===== src/design/broadcast_enable_pkg.sv =====
// Shared constants for the charge parameter broadcast block
package broadcast_enable_pkg;

    // ****************************************
    // Frame codes
    // ****************************************
    localparam logic [6:0] SMB_CHARGER_ADDR = 7'h09;   // 0x12 as write byte
    localparam logic [7:0] CMD_CURRENT = 8'h14;
    localparam logic [7:0] CMD_VOLTAGE = 8'h15;
    localparam logic [15:0] VALUE_MAX = 16'hFFFE;      // 65,534 mV or mA
    localparam logic [7:0] CRC8_POLY = 8'h07;

    // ****************************************
    // Timing
    // ****************************************
    localparam int CLK_HZ = 250_000_000;
    localparam int SCL_KHZ = 100;
    localparam int QTR_CYCLES = CLK_HZ / (SCL_KHZ * 1000 * 4);
    localparam logic [15:0] QTR_CNT = 16'(QTR_CYCLES);
    localparam int PERIOD_MIN_S = 10;
    localparam int PERIOD_MAX_S = 60;
    localparam int SMB_PERIOD_S = 10;
    localparam longint SMB_PERIOD_CYC = longint'(SMB_PERIOD_S) * CLK_HZ;

    // ****************************************
    // Reset values
    // ****************************************
    localparam logic [7:0] RST_BYTE = 8'h00;

endpackage : broadcast_enable_pkg


===== src/design/broadcast_enable_byte_tx.sv =====
// Byte-level open-drain master engine: start, bytes, stop
`timescale 1ns/1ns
module broadcast_enable_byte_tx
    import broadcast_enable_pkg::*;
#(
    // Quarter of one bus clock period, in system clocks
    parameter logic [15:0] QTR_CYC = QTR_CNT
) (
    // Clock and reset
    input wire logic i_clk_sys,
    input wire logic i_rstn,
    // Command
    input wire logic i_start,
    input wire logic i_send,
    input wire logic i_stop,
    input wire logic [7:0] i_byte,
    output logic o_busy,
    output logic o_nack,
    // Bus pins
    input wire logic i_scl,
    input wire logic i_sda,
    output logic o_scl_oe,
    output logic o_sda_oe
);
    typedef enum logic [4:0] {
        S_IDLE = 5'h01, S_START = 5'h02, S_BIT = 5'h04, S_ACK = 5'h08, S_STOP = 5'h10
    } st_e;

    st_e st_q;
    logic [15:0] div_q;
    logic [1:0] ph_q;
    logic [2:0] bit_q;
    logic [7:0] sh_q;
    logic nack_q;
    logic scl_oe_q;
    logic sda_oe_q;
    wire tick = (div_q == QTR_CYC - 16'h0001);
    wire active = (st_q != S_IDLE);

    always_ff @(posedge i_clk_sys or negedge i_rstn) begin
        if (!i_rstn) begin
            div_q <= 16'h0000;
        end else begin
            div_q <= (tick || !active) ? 16'h0000 : div_q + 16'h0001;
        end
    end

    always_ff @(posedge i_clk_sys or negedge i_rstn) begin
        if (!i_rstn) begin
            st_q <= S_IDLE;
            ph_q <= 2'h0;
            bit_q <= 3'h7;
            sh_q <= RST_BYTE;
            nack_q <= 1'b0;
            scl_oe_q <= 1'b0;
            sda_oe_q <= 1'b0;
        end else begin
            case (st_q)
                S_IDLE: begin
                    ph_q <= 2'h0;
                    bit_q <= 3'h7;
                    sh_q <= i_byte;
                    if (i_start) begin
                        st_q <= S_START;
                        nack_q <= 1'b0;
                    end else if (i_send) begin
                        st_q <= S_BIT;
                    end else if (i_stop) begin
                        st_q <= S_STOP;
                    end
                end
                S_START: if (tick) begin
                    ph_q <= ph_q + 2'h1;
                    if (ph_q == 2'h1) sda_oe_q <= 1'b1;
                    if (ph_q == 2'h3) begin
                        scl_oe_q <= 1'b1;
                        st_q <= S_IDLE;
                    end
                end
                S_BIT, S_ACK: if (tick) begin
                    ph_q <= ph_q + 2'h1;
                    // Data changes only while the clock is held low
                    // No arbitration loss check: sole master on the bus assumed
                    if (ph_q == 2'h0) sda_oe_q <= (st_q == S_BIT) ? !sh_q[7] : 1'b0;
                    if (ph_q == 2'h1) scl_oe_q <= 1'b0;
                    // Waits for a released clock: slaves may stretch it
                    if (ph_q == 2'h2 && !i_scl) ph_q <= 2'h2;
                    if (ph_q == 2'h2 && i_scl && st_q == S_ACK) nack_q <= i_sda;
                    if (ph_q == 2'h3) begin
                        scl_oe_q <= 1'b1;
                        if (st_q == S_ACK) begin
                            st_q <= S_IDLE;
                        end else begin
                            sh_q <= {sh_q[6:0], 1'b0};
                            bit_q <= bit_q - 3'h1;
                            if (bit_q == 3'h0) st_q <= S_ACK;
                        end
                    end
                end
                S_STOP: if (tick) begin
                    ph_q <= ph_q + 2'h1;
                    if (ph_q == 2'h0) sda_oe_q <= 1'b1;
                    if (ph_q == 2'h1) scl_oe_q <= 1'b0;
                    if (ph_q == 2'h3) begin
                        sda_oe_q <= 1'b0;
                        st_q <= S_IDLE;
                    end
                end
                default: st_q <= S_IDLE;
            endcase
        end
    end

    // ****************************************
    // Checks
    // ****************************************
    property p_data_while_low;
        @(posedge i_clk_sys) disable iff (!i_rstn)
            (st_q == S_BIT || st_q == S_ACK) && $changed(sda_oe_q) |-> scl_oe_q;
    endproperty
    a_data_while_low: assert property (p_data_while_low)
        else $error("Data line moved while the clock line was released");

    assign o_busy = active;
    assign o_nack = nack_q;
    assign o_scl_oe = scl_oe_q;
    assign o_sda_oe = sda_oe_q;

endmodule : broadcast_enable_byte_tx


===== src/design/charge_parameter_broadcast.sv =====
// Autonomous broadcaster of charge current and voltage set-points to a charger
//
// What this block does
// - Voltage value is unsigned millivolts, zero to 65,534.
// - Current value is unsigned milliamperes, zero to 65,534.
// - Sixteen-bit values go out low byte first.
// - Frame is address-write, register code, low byte, high byte, optional PEC.
// - Charger PEC enable appends a PEC byte to charger writes.
// - With both PEC enables cleared no PEC byte is ever sent.
// - Host PEC enable has no effect on frames to the charger.
// - I2C variant keeps the frame but never sends PEC, no PEC option.
// - I2C variant writes values straight into charger registers, no setup.
// - Use broadcasts only when this gauge is the sole bus master.
// - Precharge uses precharge switch when option clear, charge switch when set.
// - Broadcast enable gates the start of each sequence; cleared means no new sequence starts.
// - SMBus variant targets address 0x12, repeating every 10 s, within the 10 s to 60 s window.
// - I2C variant takes address, period and register codes from settings.
`timescale 1ns/1ns
module charge_parameter_broadcast
    import broadcast_enable_pkg::*;
#(
    parameter longint PERIOD_CYC = SMB_PERIOD_CYC,
    parameter logic [15:0] QTR_CYC = QTR_CNT
) (
    // Clock and reset
    input wire logic i_clk_sys,
    input wire logic i_rstn,
    // Configuration
    input wire logic i_broadcast_enable,
    input wire logic i_charger_pec_enable,
    input wire logic i_host_pec_enable,
    input wire logic i_i2c_variant,
    input wire logic i_precharge_common_switch,
    input wire logic [6:0] i_cfg_charger_addr,
    input wire logic [7:0] i_cfg_voltage_reg,
    input wire logic [7:0] i_cfg_current_reg,
    input wire logic [31:0] i_cfg_period_cyc,
    // Set-points
    input wire logic [15:0] i_charge_voltage,
    input wire logic [15:0] i_charge_current,
    input wire logic i_precharge,
    input wire logic i_charge_allowed,
    // Switch controls
    output logic o_charge_switch_on,
    output logic o_precharge_switch_on,
    // Status
    output logic o_frame_busy,
    output logic o_frame_done,
    output logic o_frame_nack,
    // Bus pins
    input wire logic i_scl,
    input wire logic i_sda,
    output logic o_scl_oe,
    output logic o_sda_oe
);
    // ****************************************
    // Sequencer
    // ****************************************
    typedef enum logic [5:0] {
        Q_IDLE = 6'h01, Q_START = 6'h02, Q_BYTE = 6'h04,
        Q_WAIT = 6'h08, Q_STOP = 6'h10, Q_DONE = 6'h20
    } seq_e;

    seq_e seq_q;
    logic [31:0] per_q;
    logic second_q;
    logic [2:0] idx_q;
    logic [7:0] crc_q;
    logic [15:0] val_q;
    logic done_q;
    logic nack_q;
    logic chg_q;
    logic pchg_q;
    logic eng_busy;
    logic eng_nack;

    // SMBus variant is fixed at 0x12 and a 10 s pace inside the 10..60 s window
    wire [6:0] addr = i_i2c_variant ? i_cfg_charger_addr : SMB_CHARGER_ADDR;
    wire [31:0] period = i_i2c_variant ? i_cfg_period_cyc : 32'(PERIOD_CYC);
    wire [7:0] code_v = i_i2c_variant ? i_cfg_voltage_reg : CMD_VOLTAGE;
    wire [7:0] code_c = i_i2c_variant ? i_cfg_current_reg : CMD_CURRENT;
    // Host PEC enable deliberately unused: there are no host frames here
    wire pec_on = i_charger_pec_enable && !i_i2c_variant;
    // Values above the ceiling are clamped to stay in range
    wire [15:0] v_clip = (i_charge_voltage > VALUE_MAX) ? VALUE_MAX : i_charge_voltage;
    wire [15:0] c_clip = (i_charge_current > VALUE_MAX) ? VALUE_MAX : i_charge_current;
    wire [2:0] last_idx = pec_on ? 3'h4 : 3'h3;
    wire [7:0] tx_byte = (idx_q == 3'h0) ? {addr, 1'b0} :
                         (idx_q == 3'h1) ? (second_q ? code_c : code_v) :
                         (idx_q == 3'h2) ? val_q[7:0] :
                         (idx_q == 3'h3) ? val_q[15:8] : crc_q;
    wire due = (per_q == 32'h0);
    wire eng_start = (seq_q == Q_START);
    wire eng_send = (seq_q == Q_BYTE);
    wire eng_stop = (seq_q == Q_STOP);

    function automatic logic [7:0] crc8_step(input logic [7:0] c, input logic [7:0] d);
        logic [7:0] r;
        r = c ^ d;
        for (int i = 0; i < 8; i++) begin
            r = r[7] ? ((r << 1) ^ CRC8_POLY) : (r << 1);
        end
        return r;
    endfunction : crc8_step

    always_ff @(posedge i_clk_sys or negedge i_rstn) begin
        if (!i_rstn) begin
            per_q <= 32'h0;
        end else if (!i_broadcast_enable) begin
            per_q <= 32'h0;
        end else if (seq_q == Q_IDLE && due) begin
            per_q <= period - 32'h1;
        end else if (!due) begin
            per_q <= per_q - 32'h1;
        end
    end

    always_ff @(posedge i_clk_sys or negedge i_rstn) begin
        if (!i_rstn) begin
            seq_q <= Q_IDLE;
            second_q <= 1'b0;
            idx_q <= 3'h0;
            crc_q <= 8'h00;
            val_q <= 16'h0000;
            done_q <= 1'b0;
            nack_q <= 1'b0;
        end else begin
            done_q <= 1'b0;
            case (seq_q)
                Q_IDLE: begin
                    second_q <= 1'b0;
                    // A cleared enable holds the sequencer here
                    if (i_broadcast_enable && due) begin
                        seq_q <= Q_START;
                        val_q <= v_clip;
                        nack_q <= 1'b0;
                    end
                end
                // Index 7 marks a start condition with no byte sent yet
                Q_START: begin
                    idx_q <= 3'h7;
                    crc_q <= 8'h00;
                    seq_q <= Q_WAIT;
                end
                Q_BYTE: seq_q <= Q_WAIT;
                Q_WAIT: if (!eng_busy) begin
                    if (idx_q == 3'h7) begin
                        idx_q <= 3'h0;
                        seq_q <= Q_BYTE;
                    end else begin
                        // Byte just sent is still selected by the index
                        crc_q <= crc8_step(crc_q, tx_byte);
                        if (eng_nack) nack_q <= 1'b1;
                        if (idx_q == last_idx || eng_nack) begin
                            seq_q <= Q_STOP;
                        end else begin
                            idx_q <= idx_q + 3'h1;
                            seq_q <= Q_BYTE;
                        end
                    end
                end
                Q_STOP: seq_q <= Q_DONE;
                Q_DONE: if (!eng_busy) begin
                    if (!second_q) begin
                        second_q <= 1'b1;
                        val_q <= c_clip;
                        seq_q <= Q_START;
                    end else begin
                        done_q <= 1'b1;
                        seq_q <= Q_IDLE;
                    end
                end
                default: seq_q <= Q_IDLE;
            endcase
        end
    end

    // ****************************************
    // Sequencer checks
    // ****************************************
    property p_idle_disabled;
        @(posedge i_clk_sys) disable iff (!i_rstn)
            seq_q == Q_IDLE && !i_broadcast_enable |=> seq_q == Q_IDLE;
    endproperty
    a_idle_disabled: assert property (p_idle_disabled)
        else $error("Sequence started with broadcasts disabled");

    property p_smb_address;
        @(posedge i_clk_sys) disable iff (!i_rstn)
            seq_q == Q_BYTE && idx_q == 3'h0 && !i_i2c_variant
                |-> tx_byte == {SMB_CHARGER_ADDR, 1'b0};
    endproperty
    a_smb_address: assert property (p_smb_address)
        else $error("SMBus frame not aimed at the fixed charger address");

    property p_no_pec_cleared;
        @(posedge i_clk_sys) disable iff (!i_rstn)
            seq_q == Q_BYTE && !i_charger_pec_enable |-> idx_q <= 3'h3;
    endproperty
    a_no_pec_cleared: assert property (p_no_pec_cleared)
        else $error("Check byte sent with the charger check disabled");

    property p_i2c_no_pec;
        @(posedge i_clk_sys) disable iff (!i_rstn)
            seq_q == Q_BYTE && i_i2c_variant |-> idx_q <= 3'h3;
    endproperty
    a_i2c_no_pec: assert property (p_i2c_no_pec)
        else $error("Check byte sent in the two-wire variant");

    property p_pec_follows;
        @(posedge i_clk_sys) disable iff (!i_rstn)
            seq_q == Q_WAIT && !eng_busy && idx_q == 3'h3 && pec_on && !eng_nack
                |=> seq_q == Q_BYTE && idx_q == 3'h4;
    endproperty
    a_pec_follows: assert property (p_pec_follows)
        else $error("Check byte missing after the high data byte");

    property p_value_range;
        @(posedge i_clk_sys) disable iff (!i_rstn)
            seq_q == Q_BYTE |-> val_q <= VALUE_MAX;
    endproperty
    a_value_range: assert property (p_value_range)
        else $error("Set-point above the allowed ceiling");

    broadcast_enable_byte_tx #(
        .QTR_CYC(QTR_CYC)
    ) u_tx (
        .i_clk_sys(i_clk_sys),
        .i_rstn(i_rstn),
        .i_start(eng_start),
        .i_send(eng_send),
        .i_stop(eng_stop),
        .i_byte(tx_byte),
        .o_busy(eng_busy),
        .o_nack(eng_nack),
        .i_scl(i_scl),
        .i_sda(i_sda),
        .o_scl_oe(o_scl_oe),
        .o_sda_oe(o_sda_oe)
    );

    // ****************************************
    // Precharge switch selection
    // ****************************************
    always_ff @(posedge i_clk_sys or negedge i_rstn) begin
        if (!i_rstn) begin
            chg_q <= 1'b0;
            pchg_q <= 1'b0;
        end else begin
            chg_q <= i_charge_allowed && (!i_precharge || i_precharge_common_switch);
            pchg_q <= i_charge_allowed && i_precharge && !i_precharge_common_switch;
        end
    end

    property p_switch_select;
        @(posedge i_clk_sys) disable iff (!i_rstn)
            i_charge_allowed && i_precharge && !i_precharge_common_switch
                |=> o_precharge_switch_on && !o_charge_switch_on;
    endproperty
    a_switch_select: assert property (p_switch_select)
        else $error("Precharge did not use the precharge switch");

    assign o_charge_switch_on = chg_q;
    assign o_precharge_switch_on = pchg_q;
    assign o_frame_busy = (seq_q != Q_IDLE);
    assign o_frame_done = done_q;
    assign o_frame_nack = nack_q;

endmodule : charge_parameter_broadcast


===== config.mk =====
export PLATFORM = sky130hd
export DESIGN_NAME = charge_parameter_broadcast
export DESIGN_NICKNAME = d
export VERILOG_FILES = /design/src/design/broadcast_enable_pkg.sv /design/src/design/broadcast_enable_byte_tx.sv /design/src/design/charge_parameter_broadcast.sv
export SDC_FILE = /design/constraint.sdc
export NUM_CORES = 1
export LEC_CHECK = 0
export ABC_AREA = 1
export BUFFER_PORTS_ARGS = -buffer_cell sky130_fd_sc_hd__buf_2
export CELL_PAD_IN_SITES_DETAIL_PLACEMENT = 0
export CELL_PAD_IN_SITES_GLOBAL_PLACEMENT = 1
export CORE_UTILIZATION = 45
export DETAILED_ROUTE_END_ITERATION = 10
export PLACE_DENSITY_LB_ADDON = 0.2
export SLEW_MARGIN = 20
export SYNTH_ARGS = -nofsm -noshare
export SYNTH_HDL_FRONTEND = slang
export SYNTH_HIERARCHICAL = 1
export SYNTH_SLANG_ARGS = --single-unit

===== constraint.sdc =====
create_clock -name i_clk_sys -period 3.9 [get_ports i_clk_sys]
set_clock_uncertainty 0.05 [all_clocks]
set_input_delay 0.195 -clock i_clk_sys [delete_from_list [all_inputs] [get_ports i_clk_sys]]
set_output_delay 0.195 -clock i_clk_sys [all_outputs]
set_load 0.02 [all_outputs]

==> reports/results.txt <==
Post-synthesis cell type count: 44
Global-route wire length before repair: 35,700 um
Worst path max stage delay: 0.39 ns
All-layer global routing usage: 25.1%
Vias per inst: 5.10
Most frequent cells after synthesis: nand2_1, nor2_1, inv_1, dfrtp_1, nand3_1
Area of the core: 16,800 sq um
Iter 0 DRT Violations: 540
Area share of the largest cell type after synthesis: 32.6%
Rows: 47
FF-to-FF Start: per_q[29]
Layout Cells excl Fill: 1,540
Antenna Cells: 0
Htree depth: 3
Bufs and invs on worst path: 1
Routed WL: 21,800 um
Placer Congestion: 0.929
Reg clk slew, reported paths: 0.07 ns
Worst reg2reg setup slack: 0.82 ns
Hold path depth: 2
Final instance area: 8870 sq um
Grt ovf: 0
TritonCTS Buffers: 9
Crit end category: flip-flop
Delay-heaviest family, CP: simple AND/OR/NAND/NOR gates
Post-cts gate resize count: 0
Slew margin rel.: 43.6%
Post-CTS setup buffers: 0
Clk_lat worst skew: 0.36 ns
Least-Margin Pin Slew: 0.846 ns
CP Class: flip-flop to flip-flop
CP max FO: 16
Max Cap Viol: 0
Fillers: 1,792
WL/cell: 14.2 um
Post-Syn Nets: 1,328
Placed Instances: 1,520
Die width: 134 um
Endpoints failing setup: 0
Min cycle time layout: 3.08 ns
P&R area growth vs syn: 13.4%
Placement Cell Area: 8520 sq um
RSZ-0062 raised after global routing: no
Top FF cell, synth: dfrtp_1
Worst Hold End: o_charge_switch_on
Largest net degree at the start of global routing: 50
Post-route ant nets: 0
Setup TNS: 0 ns
HP Class: input port to flip-flop
IO buf count: 103
Count leader, synth: nand2_1
Clock share of power: 13.9%
P_leak: 4.86 nW
Critical Path Start Type: flip-flop
Combinational share of power: 62.1%
Pwr dens: 783 nW/um^2
Reg2Reg Depth: 17
Post-synth EDFFs: 0
Min-delay src: i_charge_allowed
Die area: 17,900 sq um
Ys async rst share: 100%
Root buf cell: clkbuf_16
Fin. Hold Viols: 0
Vias in the first global route: 7,400
Slowest CP cell: o21ai_0
Required time worst endpoint: 4.10 ns
Yosys reg bits: 107
Sequential power share: 23.9%
Outcome: completed
Largest area contributor in the netlist: dfrtp_1
Top-level I/O count: 105
DP Wirelength: 16,800 um
NetSw: 0.00364 W
Initial antenna violation count: 0
Main area contributors after synthesis: dfrtp_1, nand2_1, nor2_1
Fmax: 324 MHz
Post-Syn Area per Cell: 6.44 sq um
Post-Syn Area: 7830 sq um
Sink Count: 107
Syn Inst Count: 1,215
Initial Util: 46.7%
Seq/Total Area, Yosys: 34.3%
Die Ht: 134 um
Critical Path AT: 3.28 ns
Layout cells sized above 1: 14.8%
CP most frequent cell: nand2_1
Nets: 1,428
Vias: 7,858
Synth Warn #: 6
Worst IR Drop VDD: 0.339 mV
Sw Ratio: 52.3%
Period utilisation layout: 79.0%
CP Cell Sequence: nor2_1 > nand2_1 > nor2_1 > nand2_1 > nor2_4 > nand2_1 > o21ai_0 > inv_1 > ha_1 > nand3_1 > nor2_2 > nand2_1 > nor2_2 > nand3_1 > nand2_1 > nand2_1 > nor2_1
Post-route DRC violation count: 0
Worst flop-to-flop path endpoint: per_q[18]
CTS max path bufs: 2
Internal power: 0.00331 W
CTS tree: built
Slew Viols, Final: 0
First-pass DRT Iterations: 6
==> worst register-to-register path: stages (launching register included) <==
cell     delay (ns)
dfrtp_1        0.38
nor2_1         0.11
nand2_1        0.08
nor2_1         0.14
nand2_1        0.13
nor2_4         0.36
nand2_1        0.27
o21ai_0        0.39
inv_1          0.11
ha_1           0.22
nand3_1        0.12
nor2_2         0.09
nand2_1        0.15
nor2_2         0.09
nand3_1        0.13
nand2_1        0.07
nand2_1        0.06
nor2_1         0.04
==> kinds of logic after synthesis <==
family | share of synthesized area [%]
DFF | 34.3
and+or+nand+nor | 41.6
adders and majority gates | 2.40
buffers and inverters | 10.3
AOI/OAI and AO/OA | 10.2
xor gates and xnor gates | 0.672
muxes | 0.512
==> area by class of cell <==
type | count | area [sq um] | area share [%]
inverters | 164 | 616 | 6.94
flip-flops and latches | 107 | 2680 | 30.3
repair buffers | 118 | 641 | 7.22
clock buffers | 11 | 253 | 2.85
multi-input cells | 915 | 4340 | 48.9
well taps | 220 | 275 | 3.10
clock inverters | 5 | 61.3 | 0.691
==> metal layers <==
metal,share of wire [%],up-vias,global-route usage (%)
met1,48,3563,33.2
met2,46,211,42.1
li1,-,4054,-
met4,2.4,0,8.40
met3,4.5,30,3.78
met5,0,-,0
==> timing repair <==
action	CTS	global route
endpoints found under the setup margin	0	0
endpoints found under the hold margin	44	0
hold buffers	4	0
==> cells in the final DEF, fill, tap and decap left out, types with 3 or more instances in the layout <==
master	count
nor2_4	6
inv_2	6
nand4_1	23
o21a_1	8
o21ai_1	18
a21oi_1	31
o21ai_0	64
o211ai_1	7
nor2_1	167
nor2_2	19
nand3_1	94
nor4_1	3
buf_2	102
mux2i_1	4
clkbuf_16	9
nor3_1	15
dlygate4sd3_1	4
nand2_1	377
dfrtp_1	102
dfstp_2	5
nand2_2	10
inv_1	158
or2_2	7
clkinvlp_4	3
buf_4	12
ha_1	15
xor2_1	6
o21ai_2	3
nand3_2	4
a22oi_1	3
nand3b_1	15
==> metrics by stage <==
| stage | setup WS [ns] | hold slack (ns) | total power [W] | util (%) |
|---|---|---|---|---|
| finish | 0.817 | 0.0427 | 0.00695 | 52.9 |
| global route | 0.531 | 0.0255 | 0.00764 | 52.9 |
| CTS | 0.842 | 0.0276 | 0.00693 | 52.9 |
| detailed placement | 0.852 | 0.224 | 0.00593 | 50.8 |
| global placement | 0.889 | 0.221 | 0.00591 | 50.8 |
| floorplan | 1.63 | -0.151 | 0.00495 | - |
==> worst max path at each step <==
| stage | from | end | slack, ns | cells after the start |
|---|---|---|---|---|
| floorplan | per_q[26] | per_q[26] | 1.63 | 16 |
| finish | per_q[29] | per_q[18] | 0.82 | 17 |
| global route | per_q[21] | per_q[22] | 0.53 | 17 |
| CTS | per_q[29] | per_q[22] | 0.84 | 17 |
| detailed placement | per_q[29] | per_q[22] | 0.85 | 17 |
| global placement | per_q[29] | per_q[22] | 0.89 | 17 |
==> power by group through the flow <==
| stage | registers (W) | logic [W] | clock network, W |
|---|---|---|---|
| 2_1_floorplan | 0.00163 | 0.00332 | 0 |
| 3_3_place_gp | 0.00167 | 0.00424 | 0 |
| 3_5_place_dp | 0.00168 | 0.00425 | 0 |
| 4_1_cts | 0.00166 | 0.00428 | 0.000996 |
| 5_1_grt | 0.00170 | 0.00490 | 0.00103 |
| 6_report | 0.00166 | 0.00432 | 0.000969 |
==> state kept, by name, indices dropped and copies added, names as in the netlist, 2 cells and up <==
register and cells:
per_q 32, val_q 16, u_tx/ph_q 2, crc_q 8, u_tx/sh_q 8, u_tx/bit_q 3
u_tx/st_q 5, idx_q 3, seq_q 6, u_tx/div_q 16
Note: power is estimated with default switching activity, not from simulation.
